$ cat src/rtl/fsfs_pkg.sv
// Constants and types for the fan supervisor fault sequencer
// Function
// - Blank sense pulses caused by drive turn-on
// - 32 cycles without pulse starts diagnostic timer
// - Diagnostic holds drive on three cycles
// - No pulse in diagnostic: 32-cycle full-on retry
// - Retry timeout: stop drive, fault low, latch
// - Fan fault keeps fault low, drive off
// - Only shutdown-release or power cycle clears latch
// - Over-temperature asserts fault in run, diagnostic and retry while level exceeds threshold
// - Over-temperature never stops or latches drive
// - Power-up drives fan 32 cycles, pulse ends early
// - Second 32-cycle start, then fan fault
// - Power-up waits for release above threshold
// - Each pulse restarts missing-pulse count
// - Shutdown: zero duty, fault inactive, restart fresh
// - Run duty follows greater control level
// - Sequencer timers advance once per PWM cycle; blanking timer counts clocks
// - Short shutdown pulse resets and restarts
// - Shutdown resets the sequencer timer and fault latch
// - Start-up period also after leaving shutdown
package fsfs_pkg;

  localparam int CLK_FREQ_HZ = 20_000_000;
  localparam int CLK_FREQ_MHZ = 20;
  localparam int PWM_FREQ_HZ = 30;
  localparam int PWM_STEPS = 256;
  localparam int PWM_STEP_CLKS = CLK_FREQ_HZ / (PWM_FREQ_HZ * PWM_STEPS);
  localparam int BLANK_TIME_US = 100;
  localparam int BLANK_CLKS = BLANK_TIME_US * CLK_FREQ_MHZ;
  localparam int LEVEL_W = 8;
  localparam int CNT_W = 6;
  localparam logic [CNT_W-1:0] STARTUP_CYCLES = 6'h20;
  localparam logic [CNT_W-1:0] MISS_CYCLES = 6'h20;
  localparam logic [CNT_W-1:0] DIAG_CYCLES = 6'h03;
  localparam logic [CNT_W-1:0] CNT_RESET = 6'h00;

  typedef enum logic [2:0] {
    ST_SHDN,
    ST_START1,
    ST_START2,
    ST_RUN,
    ST_DIAG,
    ST_RETRY,
    ST_FAULT
  } fsfs_state_e;

  // Synchronised comparator results
  typedef struct packed {
    logic sense;
    logic shutdown;
    logic release_ok;
    logic overtemp;
  } fsfs_cmp_s;

endpackage : fsfs_pkg

$ cat src/rtl/fsfs_sync.sv
// Three-stage synchroniser with agreement filter per bit
`timescale 1ns/10ps
module fsfs_sync #(
  parameter int WIDTH = 4
) (
  // Clock and reset
  input wire logic clk,
  input wire logic rst_n,
  // Asynchronous inputs and filtered result
  input wire logic [WIDTH-1:0] async_in,
  output logic [WIDTH-1:0] sync_out
);

  genvar i;
  generate
    for (i = 0; i < WIDTH; i++)
    begin : g_bit
      logic s1_reg;
      logic s2_reg;
      logic s3_reg;
      logic out_reg;
      logic out_next;

      // Stage one feeds only stage two
      always_comb
      begin
        out_next = (s2_reg == s3_reg) ? s3_reg : out_reg;
      end

      always_ff @(posedge clk or negedge rst_n)
      begin
        if (!rst_n)
        begin
          s1_reg <= 1'b0;
          s2_reg <= 1'b0;
          s3_reg <= 1'b0;
          out_reg <= 1'b0;
        end
        else
        begin
          s1_reg <= async_in[i];
          s2_reg <= s1_reg;
          s3_reg <= s2_reg;
          out_reg <= out_next;
        end
      end

      assign sync_out[i] = out_reg;
    end
  endgenerate

endmodule : fsfs_sync

$ cat src/rtl/fsfs_pwm.sv
// PWM timebase and drive comparator
`timescale 1ns/10ps
module fsfs_pwm #(
  parameter int STEP_CLKS = fsfs_pkg::PWM_STEP_CLKS,
  parameter int LEVEL_W = fsfs_pkg::LEVEL_W
) (
  // Clock and reset
  input wire logic clk,
  input wire logic rst_n,
  // Drive control
  input wire logic [LEVEL_W-1:0] duty,
  input wire logic force_on,
  input wire logic force_off,
  // Cycle start pulse and drive
  output logic tick,
  output logic drive
);

  localparam int STEP_W = $clog2(STEP_CLKS + 1);
  localparam logic [STEP_W-1:0] STEP_LAST = STEP_W'(STEP_CLKS - 1);
  localparam logic [LEVEL_W-1:0] FULL = '1;

  logic [STEP_W-1:0] step_reg;
  logic [STEP_W-1:0] step_next;
  logic [LEVEL_W-1:0] phase_reg;
  logic [LEVEL_W-1:0] phase_next;
  logic tick_reg;
  logic tick_next;
  logic drive_reg;
  logic drive_next;

  always_comb
  begin
    step_next = step_reg + 1'b1;
    phase_next = phase_reg;
    tick_next = 1'b0;
    if (step_reg == STEP_LAST)
    begin
      step_next = '0;
      phase_next = phase_reg + 1'b1;
      tick_next = (phase_reg == FULL);
    end
    // Full level gives a solid drive, no one-step gap
    if (force_off)
      drive_next = 1'b0;
    else if (force_on || duty == FULL)
      drive_next = 1'b1;
    else
      drive_next = (phase_next < duty);
  end

  always_ff @(posedge clk or negedge rst_n)
  begin
    if (!rst_n)
    begin
      step_reg <= '0;
      phase_reg <= '0;
      tick_reg <= 1'b0;
      drive_reg <= 1'b0;
    end
    else
    begin
      step_reg <= step_next;
      phase_reg <= phase_next;
      tick_reg <= tick_next;
      drive_reg <= drive_next;
    end
  end

  assign tick = tick_reg;
  assign drive = drive_reg;

endmodule : fsfs_pwm

$ cat src/rtl/fsfs_top.sv
// Fan supervisor: start-up, missing pulse, diagnostic and fault sequencing
`timescale 1ns/10ps
module fsfs_top #(
  parameter int PWM_STEP_CLKS = fsfs_pkg::PWM_STEP_CLKS,
  parameter int BLANK_CLKS = fsfs_pkg::BLANK_CLKS,
  parameter int LEVEL_W = fsfs_pkg::LEVEL_W
) (
  // Clock and reset
  input wire logic MCLK,
  input wire logic RST_N,
  // Digitised control levels
  input wire logic [LEVEL_W-1:0] TEMP_CONTROL_LEVEL,
  input wire logic [LEVEL_W-1:0] MIN_SPEED_LEVEL,
  // Comparator results from the analog front end
  input wire logic SENSE_PULSE,
  input wire logic SHUTDOWN_CMP,
  input wire logic RELEASE_CMP,
  input wire logic OVERTEMP_CMP,
  // Fan drive and open-drain fault pin
  output logic FAN_DRIVE_OUT,
  output logic FAULT_N_O,
  output logic FAULT_N_OE
);

  localparam int BLANK_W = $clog2(BLANK_CLKS + 1);
  localparam logic [BLANK_W-1:0] BLANK_LOAD = BLANK_W'(BLANK_CLKS);

  fsfs_pkg::fsfs_cmp_s cmp;
  logic [2*LEVEL_W-1:0] lvl_sync;
  logic [LEVEL_W-1:0] temp_lvl;
  logic [LEVEL_W-1:0] min_lvl;
  logic pwm_tick;
  logic pwm_drive;
  logic [LEVEL_W-1:0] duty;
  logic force_on;
  logic force_off;

  // Comparators and levels all cross in from outside the clock domain
  fsfs_sync #(
    .WIDTH(4)
  ) u_cmp_sync (
    .clk(MCLK),
    .rst_n(RST_N),
    .async_in({SENSE_PULSE, SHUTDOWN_CMP, RELEASE_CMP, OVERTEMP_CMP}),
    .sync_out(cmp)
  );

  fsfs_sync #(
    .WIDTH(2 * LEVEL_W)
  ) u_lvl_sync (
    .clk(MCLK),
    .rst_n(RST_N),
    .async_in({TEMP_CONTROL_LEVEL, MIN_SPEED_LEVEL}),
    .sync_out(lvl_sync)
  );

  // Word taken after two equal samples; hides one-clock bit skew
  // Skew beyond a clock would need a handshake
  logic [2*LEVEL_W-1:0] lvl_prev_reg;
  logic [2*LEVEL_W-1:0] lvl_prev_next;
  logic [2*LEVEL_W-1:0] lvl_hold_reg;
  logic [2*LEVEL_W-1:0] lvl_hold_next;

  always_comb
  begin
    lvl_prev_next = lvl_sync;
    lvl_hold_next = lvl_hold_reg;
    if (lvl_sync == lvl_prev_reg)
      lvl_hold_next = lvl_sync;
  end

  always_ff @(posedge MCLK or negedge RST_N)
  begin
    if (!RST_N)
    begin
      lvl_prev_reg <= '0;
      lvl_hold_reg <= '0;
    end
    else
    begin
      lvl_prev_reg <= lvl_prev_next;
      lvl_hold_reg <= lvl_hold_next;
    end
  end

  assign temp_lvl = lvl_hold_reg[2*LEVEL_W-1:LEVEL_W];
  assign min_lvl = lvl_hold_reg[LEVEL_W-1:0];

  fsfs_pwm #(
    .STEP_CLKS(PWM_STEP_CLKS),
    .LEVEL_W(LEVEL_W)
  ) u_pwm (
    .clk(MCLK),
    .rst_n(RST_N),
    .duty(duty),
    .force_on(force_on),
    .force_off(force_off),
    .tick(pwm_tick),
    .drive(pwm_drive)
  );

  // Shutdown hold with hysteresis between the two thresholds
  logic shdn_reg;
  logic shdn_next;

  always_comb
  begin
    shdn_next = shdn_reg;
    if (cmp.shutdown)
      shdn_next = 1'b1;
    else if (cmp.release_ok)
      shdn_next = 1'b0;
  end

  // Turn-on blanking of sense pulses
  logic drive_prev_reg;
  logic drive_prev_next;
  logic [BLANK_W-1:0] blank_reg;
  logic [BLANK_W-1:0] blank_next;
  logic sense_prev_reg;
  logic sense_prev_next;
  logic pulse;

  always_comb
  begin
    drive_prev_next = pwm_drive;
    sense_prev_next = cmp.sense;
    blank_next = blank_reg;
    if (pwm_drive && !drive_prev_reg)
      blank_next = BLANK_LOAD;
    else if (blank_reg != '0)
      blank_next = blank_reg - 1'b1;
  end

  // Only edges outside the turn-on window count as commutation
  assign pulse = cmp.sense && !sense_prev_reg && (blank_reg == '0);

  // Sequencer
  fsfs_pkg::fsfs_state_e state_reg;
  fsfs_pkg::fsfs_state_e state_next;
  logic [fsfs_pkg::CNT_W-1:0] cnt_reg;
  logic [fsfs_pkg::CNT_W-1:0] cnt_next;
  logic [fsfs_pkg::CNT_W-1:0] cnt_inc;
  logic fault_reg;
  logic fault_next;

  assign cnt_inc = cnt_reg + 1'b1;

  always_comb
  begin
    state_next = state_reg;
    cnt_next = cnt_reg;
    // Timers move only on the PWM cycle tick
    if (pwm_tick)
      cnt_next = cnt_inc;
    case (state_reg)
      fsfs_pkg::ST_SHDN:
      begin
        cnt_next = fsfs_pkg::CNT_RESET;
        if (!shdn_reg)
          state_next = fsfs_pkg::ST_START1;
      end
      fsfs_pkg::ST_START1:
      begin
        if (pulse)
        begin
          state_next = fsfs_pkg::ST_RUN;
          cnt_next = fsfs_pkg::CNT_RESET;
        end
        else if (pwm_tick && cnt_inc == fsfs_pkg::STARTUP_CYCLES)
        begin
          state_next = fsfs_pkg::ST_START2;
          cnt_next = fsfs_pkg::CNT_RESET;
        end
      end
      fsfs_pkg::ST_START2:
      begin
        if (pulse)
        begin
          state_next = fsfs_pkg::ST_RUN;
          cnt_next = fsfs_pkg::CNT_RESET;
        end
        else if (pwm_tick && cnt_inc == fsfs_pkg::STARTUP_CYCLES)
          state_next = fsfs_pkg::ST_FAULT;
      end
      fsfs_pkg::ST_RUN:
      begin
        // A pulse on a tick still restarts the count
        if (pulse)
          cnt_next = fsfs_pkg::CNT_RESET;
        else if (pwm_tick && cnt_inc == fsfs_pkg::MISS_CYCLES)
        begin
          state_next = fsfs_pkg::ST_DIAG;
          cnt_next = fsfs_pkg::CNT_RESET;
        end
      end
      fsfs_pkg::ST_DIAG:
      begin
        if (pulse)
        begin
          state_next = fsfs_pkg::ST_RUN;
          cnt_next = fsfs_pkg::CNT_RESET;
        end
        else if (pwm_tick && cnt_inc == fsfs_pkg::DIAG_CYCLES)
        begin
          state_next = fsfs_pkg::ST_RETRY;
          cnt_next = fsfs_pkg::CNT_RESET;
        end
      end
      fsfs_pkg::ST_RETRY:
      begin
        if (pulse)
        begin
          state_next = fsfs_pkg::ST_RUN;
          cnt_next = fsfs_pkg::CNT_RESET;
        end
        else if (pwm_tick && cnt_inc == fsfs_pkg::STARTUP_CYCLES)
          state_next = fsfs_pkg::ST_FAULT;
      end
      fsfs_pkg::ST_FAULT:
      begin
        // Latched; only the shutdown override below leaves
        cnt_next = fsfs_pkg::CNT_RESET;
      end
      default:
      begin
        state_next = fsfs_pkg::ST_SHDN;
        cnt_next = fsfs_pkg::CNT_RESET;
      end
    endcase
    // Any shutdown, however short once filtered, restarts from scratch
    if (shdn_reg || cmp.shutdown)
    begin
      state_next = fsfs_pkg::ST_SHDN;
      cnt_next = fsfs_pkg::CNT_RESET;
    end
  end

  // Drive selection per state
  always_comb
  begin
    duty = '0;
    force_on = 1'b0;
    force_off = 1'b0;
    case (state_reg)
      fsfs_pkg::ST_RUN:
        duty = (temp_lvl > min_lvl) ? temp_lvl : min_lvl;
      fsfs_pkg::ST_START1,
      fsfs_pkg::ST_START2,
      fsfs_pkg::ST_RETRY:
        force_on = 1'b1;
      fsfs_pkg::ST_DIAG:
        force_on = 1'b1;
      default:
        force_off = 1'b1;
    endcase
  end

  // Fault pin: latched in fan fault, follows over-temperature in operation
  always_comb
  begin
    case (state_next)
      fsfs_pkg::ST_FAULT:
        fault_next = 1'b1;
      fsfs_pkg::ST_RUN,
      fsfs_pkg::ST_DIAG,
      fsfs_pkg::ST_RETRY:
        fault_next = cmp.overtemp;
      default:
        fault_next = 1'b0;
    endcase
  end

  always_ff @(posedge MCLK or negedge RST_N)
  begin
    if (!RST_N)
    begin
      shdn_reg <= 1'b1;
      drive_prev_reg <= 1'b0;
      sense_prev_reg <= 1'b0;
      blank_reg <= '0;
      state_reg <= fsfs_pkg::ST_SHDN;
      cnt_reg <= fsfs_pkg::CNT_RESET;
      fault_reg <= 1'b0;
    end
    else
    begin
      shdn_reg <= shdn_next;
      drive_prev_reg <= drive_prev_next;
      sense_prev_reg <= sense_prev_next;
      blank_reg <= blank_next;
      state_reg <= state_next;
      cnt_reg <= cnt_next;
      fault_reg <= fault_next;
    end
  end

  assign FAN_DRIVE_OUT = pwm_drive;
  assign FAULT_N_O = 1'b0;
  assign FAULT_N_OE = fault_reg;

endmodule : fsfs_top

$ cat config.mk
export PLATFORM = sky130hd
export DESIGN_NAME = fsfs_top
export DESIGN_NICKNAME = d
export VERILOG_FILES = /design/src/rtl/fsfs_pkg.sv /design/src/rtl/fsfs_sync.sv /design/src/rtl/fsfs_pwm.sv /design/src/rtl/fsfs_top.sv
export SDC_FILE = /design/constraint.sdc
export NUM_CORES = 1
export LEC_CHECK = 0
export ABC_CLOCK_PERIOD_IN_PS = 3500
export BUFFER_PORTS_ARGS = -buffer_cell sky130_fd_sc_hd__buf_2
export CORE_ASPECT_RATIO = 0.8
export CORE_UTILIZATION = 55
export DETAILED_ROUTE_END_ITERATION = 8
export PLACE_DENSITY = 0.83
export RECOVER_POWER = 50
export SLEW_MARGIN = 20
export SYNTH_ARGS = -nofsm -noshare
export SYNTH_HDL_FRONTEND = slang
export SYNTH_HIERARCHICAL = 1
export SYNTH_SLANG_ARGS = --single-unit
$ cat constraint.sdc
create_clock -name MCLK -period 3.5 [get_ports MCLK]
set_clock_uncertainty 0.2 [all_clocks]
set_input_delay 0.525 -clock MCLK [delete_from_list [all_inputs] [get_ports MCLK]]
set_output_delay 0.525 -clock MCLK [all_outputs]
set_load 0.01 [all_outputs]
---- Word-level counts from Yosys, hierarchy flattened ----
Cells that the tools add are included.
word-level totals
  register bits after elaboration ......... 158
  input port bits ......................... 22
  output and inout bits ................... 3
operators by class
  add/sub/neg operators ................... 4
  $lt $le $gt $ge ......................... 2
  equality and inequality tests ........... 36
  muxes and demuxes ....................... 32
  reduce and logical (&&, ||, !) cells .... 19
operators by type and width
  kind                     number
  $mux W6                  7
  $mux W3                  10
  $mux W8                  3
  $mux W11                 2
  $eq A1 B1 Y1             20
  $eq A3 B3 Y1 const B     6
  $pmux W3 S6              1
  $pmux W6 S3              1
  $eq A16 B16 Y1           1
  $eq A8 B8 Y1 const B     2
  $add A12 B1 Y12 const B  1
  $eq A12 B12 Y1 const B   1
  $mux W12                 1
  $logic_not A11 Y1        1
  $reduce_bool A11 Y1      1
  $sub A11 B1 Y11 const B  1
  $eq A3 B2 Y1 const B     3
  $add A8 B1 Y8 const B    1
  $gt A8 B8 Y1             1
  $lt A8 B8 Y1             1
  $add A6 B1 Y6 const B    1
  $eq A6 B2 Y1 const B     1
  $eq A6 B6 Y1 const B     1
  $mux W1                  6
  11 further kinds         19

---- Depth between registers and ports, before layout ----
  depth after elaboration ................. 10
  depth in mapped cells ................... 14
  depth with buffers taken out ............ 14

---- By module ----
Netlist, hierarchy kept.
by module, submodules not included
  module                   times used  cells each  area each (um2)  sequential area each (um2)
  fsfs_top                 1           299         2989.1           1402.6
  fsfs_sync at u_lvl_sync  1           96          1901.8           1601.5
  fsfs_pwm                 1           113         1209.9           550.5
  fsfs_sync at u_cmp_sync  1           24          475.5            400.4

---- Least setup slack after synthesis ----
Ideal clock, no wire load.
  path type ............................... reg2reg
  start point ............................. reg lvl_hold_reg[9]
  end point ............................... reg u_pwm.drive_reg, in the netlist u_pwm/drive
  setup time .............................. 130 ps
  arrival ................................. 2970 ps
  data required time ...................... 3170 ps
  setup slack ............................. 200 ps
  cell stages (with the launch flop) ...... 14
  path buffers ............................ 0
  period minus slack after synthesis ...... 3300 ps
  path through ............................ dfrtp_1 -> ha_1 -> nor2b_1 -> o21a_1 -> o21a_1 -> o21ai_0 -> a31oi_1 -> mux2i_1 -> inv_1 -> ha_1 -> and4_1 -> o2111ai_1 -> nor4b_1 -> nor3_1
between the ends
  word-level cells in the longest chain between the ends .. 7
  elaborated cells on any way between the ends .. 8
RTL lines
  element                                                               RTL line         RTL
  from (decl)                                                           fsfs_top.sv:61   logic [2*LEVEL_W-1:0] lvl_hold_reg;
  from (signal assigned)                                                fsfs_top.sv:82   lvl_hold_reg <= lvl_hold_next;
  $gt A8 B8 Y1 (*)                                                      fsfs_top.sv:247  duty = (temp_lvl > min_lvl) ? temp_lvl : min_lvl;
  $mux W8 (*)                                                           fsfs_top.sv:247
  $mux W8 (*)                                                           fsfs_top.sv:245  case (state_reg)
  net duty[5]                                                           fsfs_top.sv:34   logic [LEVEL_W-1:0] duty;
  parallel branches: the longest is 2 deep, another holds $lt A8 B8 Y1  n/a
  $mux W1 (*)                                                           fsfs_pwm.sv:46   else if (force_on || duty == FULL)
  $mux W1 (*)                                                           fsfs_pwm.sv:44   if (force_off)
  net u_pwm.drive_next                                                  fsfs_pwm.sv:30   logic drive_next;
  to (signal assigned)                                                  fsfs_pwm.sv:66   drive_reg <= drive_next;
  to (decl)                                                             fsfs_pwm.sv:29   logic drive_reg;
Mark *: on every way through the listed nets, which the timed path passes.
A chain may end at the register's enable or synchronous reset.

---- Final worst setup path ----
  start point ............................. reg lvl_hold_reg[1]
  end point ............................... reg u_pwm.drive_reg, in the netlist u_pwm/drive
Same word-level chain as after synthesis.

==> impl_metrics.yaml <==
run_status:
  result_of_the_run: "finished, violations left"
  violated_checks: "max-capacitance violations, max-slew violations"
die:
  rows: 35
  fp.coreArea_um2: 11560
  fp.dieArea_um2: 12400
  design.portCount: 25
  start_util: 0.5688
  dieHeight_um: 99.81
  die_width_um: 124.3
grt:
  gr-usage-all-layers: 0.2098
  groute.layer.met2.usage: 0.3272
  grt_most_used_layer: "met2"
  met3_usage: 0.05064
  grt_start_max_net_pins: 66
  global_route.overflow_total: 0
  antenna_violations_before_repair: 0
  grt_use_met1: 0.2824
  grt_first_pass_wirelength_um: 20270
  grt_pass1_vias: 4122
finish:
  syn_to_final_growth_pct: 12.31
  diodes: 0
  final_core_density: 0.6389
  final_net_count: 604
  post-route-cell-area_um2: 7386
  final_layout_size_suffix_gt1_frac: 0.1451
logic_synthesis:
  sequential_fraction_of_the_synthesis_area: 0.6014
  syn_avg_cell_area_um2: 12.36
  synth_seq_cells: 158
  netlist_top_cells_count: "sky130_fd_sc_hd__dfrtp_1, sky130_fd_sc_hd__nand2_1, sky130_fd_sc_hd__xnor2_1, sky130_fd_sc_hd__inv_1, sky130_fd_sc_hd__nor2_1"
  dominantRegCellSynth: "sky130_fd_sc_hd__dfrtp_1"
  synth.top_cell.area_share: 0.5974
  async_flop_share: 1.000
  synth-edff-count: 0
  yosysWarnings: 6
  yosysMostFrequentCell: "sky130_fd_sc_hd__dfrtp_1"
  synth.cell_area_um2: 6576
  post_synth_num_cell_types: 62
  postSynthCellCount: 532
  ys_top_cells_by_area: "sky130_fd_sc_hd__dfrtp_1, sky130_fd_sc_hd__xnor2_1, sky130_fd_sc_hd__ha_1"
  synth_top_cell_by_area: "sky130_fd_sc_hd__dfrtp_1"
  synth.net_count: 576
critical_path:
  crit_path_cell_trace: "inv_1, ha_1, nor2b_1, o21a_1, o21a_1, o21ai_1, a31oi_4, mux2i_1, inv_1, ha_1, and4_1, o2111ai_1, nor4b_1, nor3_1"
  end_kind: "flop"
  worstPathMaxFanout: 8
  worst_r2r_path_depth: 14
  crit_path_to: "u_pwm/drive"
  critical_path.startpoint: "lvl_hold_reg[1]"
  startpoint_kind_of_the_worst_setup_timing_path: "flop"
  crit_arrival_ps: 3450
  worstReg2RegEnd: "u_pwm/drive"
  timing.rr.start: "lvl_hold_reg[1]"
  cpMaxStageDelayCell: "sky130_fd_sc_hd__a31oi_4"
  cp_slowest_stage_delay_ps: 380
  worst-endpoint-required_ps: 3590
  rrSetupSlack_ps: 140
  critPathKind: "reg2reg"
cts:
  worst_skew_pair.late_latency_ps: 420
  h_tree_depth: 4
  post_cts_buffers: 0
  maximum_clock_insertion_buffer_count: 2
  cts.reportedPaths.clkPinSlew_ps: 60
  cts_tree: "done"
  cts_root_buffer: "sky130_fd_sc_hd__clkbuf_16"
  cts.sink_count: 158
  tritoncts.num_buffers: 17
sta:
  layout_worst_path_cycle_share: 0.9611
  relSlewSlack: -0.05901
  finalSetupViolations: 0
  fmax_mhz: 297.3
  slew_viols_final: 65
  final_hold_fails: 0
  worstMarginPinSlew_ps: 1589
  final_period_demand_of_the_worst_path_ps: 3364
worst_hold_path:
  hold_path_class: "in2reg"
place:
  port_buffers: 23
  placement.cell_area_um2: 6728
  gp_congestion: 0.8826
  place_hpwl_um: 7619
drt:
  ant_nets: 0
  drt-pass1-iter-count: 5
  route.detailed.drc: 0
  routedWlPerCell_um: 16.23
  drtIter0Drc: 304
  final_routed_wirelength_across_all_metal_layers_um: 11680
  vias_per_cell: 5.594
  vias: 4028
pwr:
  worst_case_vdd_ir_drop_v: 0.0003618
  sw_frac_of_total: 0.2506
  powerDensity_nw_per_um2: 549.7
  clkPwrFrac: 0.414
  internal_power_w: 0.003042
  comb_power_share: 0.076
  p_leak_nw: 3.182
  seq_power_share: 0.510
  total_switching_power_w: 0.001017
job:
  maxCapViolations: 1
-- kinds of logic after synthesis --
family                     count (synthesis)  share of synthesized area
other                                      1                  0.0005702
DFF                                      158                     0.6014
and+or+nand+nor                          151                     0.1254
buffers and inverters                     57                    0.04642
muxes                                     17                    0.02759
xor gates and xnor gates                  43                    0.05727
AOI/OAI and AO/OA                         63                    0.06526
adders and majority gates                 42                    0.07610
-- metal layers --
metal  vias up  wire length [µm]
met2       107              5577
met1      1996              5350
met4         0               281
li1       1890                 -
met5         -                 0
met3        35               474
-- what timing repair did --
action                     4_1_cts  5_1_grt
resized for setup                1        2
setup endpoints to repair        1        1
hold buffers                    13        0
hold endpoints to repair        74        0
-- how the worst min path moves through the flow --
stage | start | end | slack (ps) | depth (start not counted)
CTS | TEMP_CONTROL_LEVEL[0] | u_lvl_sync/g_bit[8].s1_reg | 2 | 1
finish | TEMP_CONTROL_LEVEL[7] | u_lvl_sync/g_bit[15].s1_reg | 10 | 1
detailed placement | u_cmp_sync/g_bit[1].s1_reg | u_cmp_sync/g_bit[1].s2_reg | 130 | 0
global placement | u_lvl_sync/g_bit[14].s1_reg | u_lvl_sync/g_bit[14].s2_reg | 130 | 0
global route | RELEASE_CMP | u_cmp_sync/g_bit[1].s1_reg | 0.05 | 1
floorplan | RST_N | FAULT_N_OE | 30 | 0
-- cell usage in the layout (no fill, tap or decap), types with 3 or more instances in the layout --
master                            n
sky130_fd_sc_hd__and2_1           4
sky130_fd_sc_hd__clkinvlp_4       4
sky130_fd_sc_hd__nor2_1          23
sky130_fd_sc_hd__or3_1            5
sky130_fd_sc_hd__xor2_1           9
sky130_fd_sc_hd__a21oi_1         10
sky130_fd_sc_hd__dlygate4sd3_1   13
sky130_fd_sc_hd__nor2b_1          5
sky130_fd_sc_hd__nor4_1           6
sky130_fd_sc_hd__dfrtp_1        157
sky130_fd_sc_hd__maj3_1          20
sky130_fd_sc_hd__inv_6            6
sky130_fd_sc_hd__mux2i_1          8
sky130_fd_sc_hd__clkbuf_16       17
sky130_fd_sc_hd__o21ai_0         15
sky130_fd_sc_hd__and3_1           5
sky130_fd_sc_hd__nand2_1         42
sky130_fd_sc_hd__inv_1           25
sky130_fd_sc_hd__mux2_2           9
sky130_fd_sc_hd__buf_4            4
sky130_fd_sc_hd__o211ai_1         4
sky130_fd_sc_hd__and4_1           3
sky130_fd_sc_hd__nor3_1           6
sky130_fd_sc_hd__ha_1            22
sky130_fd_sc_hd__buf_2           22
sky130_fd_sc_hd__xnor2_1         34
sky130_fd_sc_hd__o31ai_1          4
sky130_fd_sc_hd__a211oi_1         3
sky130_fd_sc_hd__nand3_1         17
sky130_fd_sc_hd__a21o_1           5
sky130_fd_sc_hd__nand4_1         14
-- power by group through the flow --
stage	Combinational, W	Clock, W	Sequential, W
after floorplan	0.000252	0	0.00206
after global placement	0.000281	0	0.00210
after detailed placement	0.000303	0	0.00211
after CTS	0.000317	0.00172	0.00208
after global routing	0.000343	0.00180	0.00209
final	0.000308	0.00168	0.00207
-- per-stage QoR --
step	worst slack (ps)	power (W)	instances	hold slack, ps	TNS [ps]
after global routing	-30.45	0.004235	720	0.04668	-30.45
after floorplan	200.0	0.002317	532	29.41	0
final	136.3	0.004060	720	14.62	0
after global placement	20.96	0.002376	676	132.5	0
after detailed placement	-124.8	0.002408	676	134.7	-124.8
after CTS	59.80	0.004115	720	1.536	0
-- worst max-delay path, delay by kind of cell (launching register included) --
kind	cells	cell delay [ps]
AO/OA/AOI/OAI	5	850
AND/OR/NAND/NOR	4	760
adder cells (fa/ha/maj)	2	590
flip-flops	1	360
multiplexers	1	320
buffers and inverters	2	170
-- final cells by class --
type	instances	area, µm²
Fill cell	847	4175
Sequential cell	158	3955
Multi-Input combinational cell	317	2312
Clock buffer	18	439.2
Timing Repair Buffer	41	295.3
Tap cell	148	185.2
Clock inverter	13	105.1
Inverter	25	93.84
No activity file was read; power rests on OpenSTA's default activity.
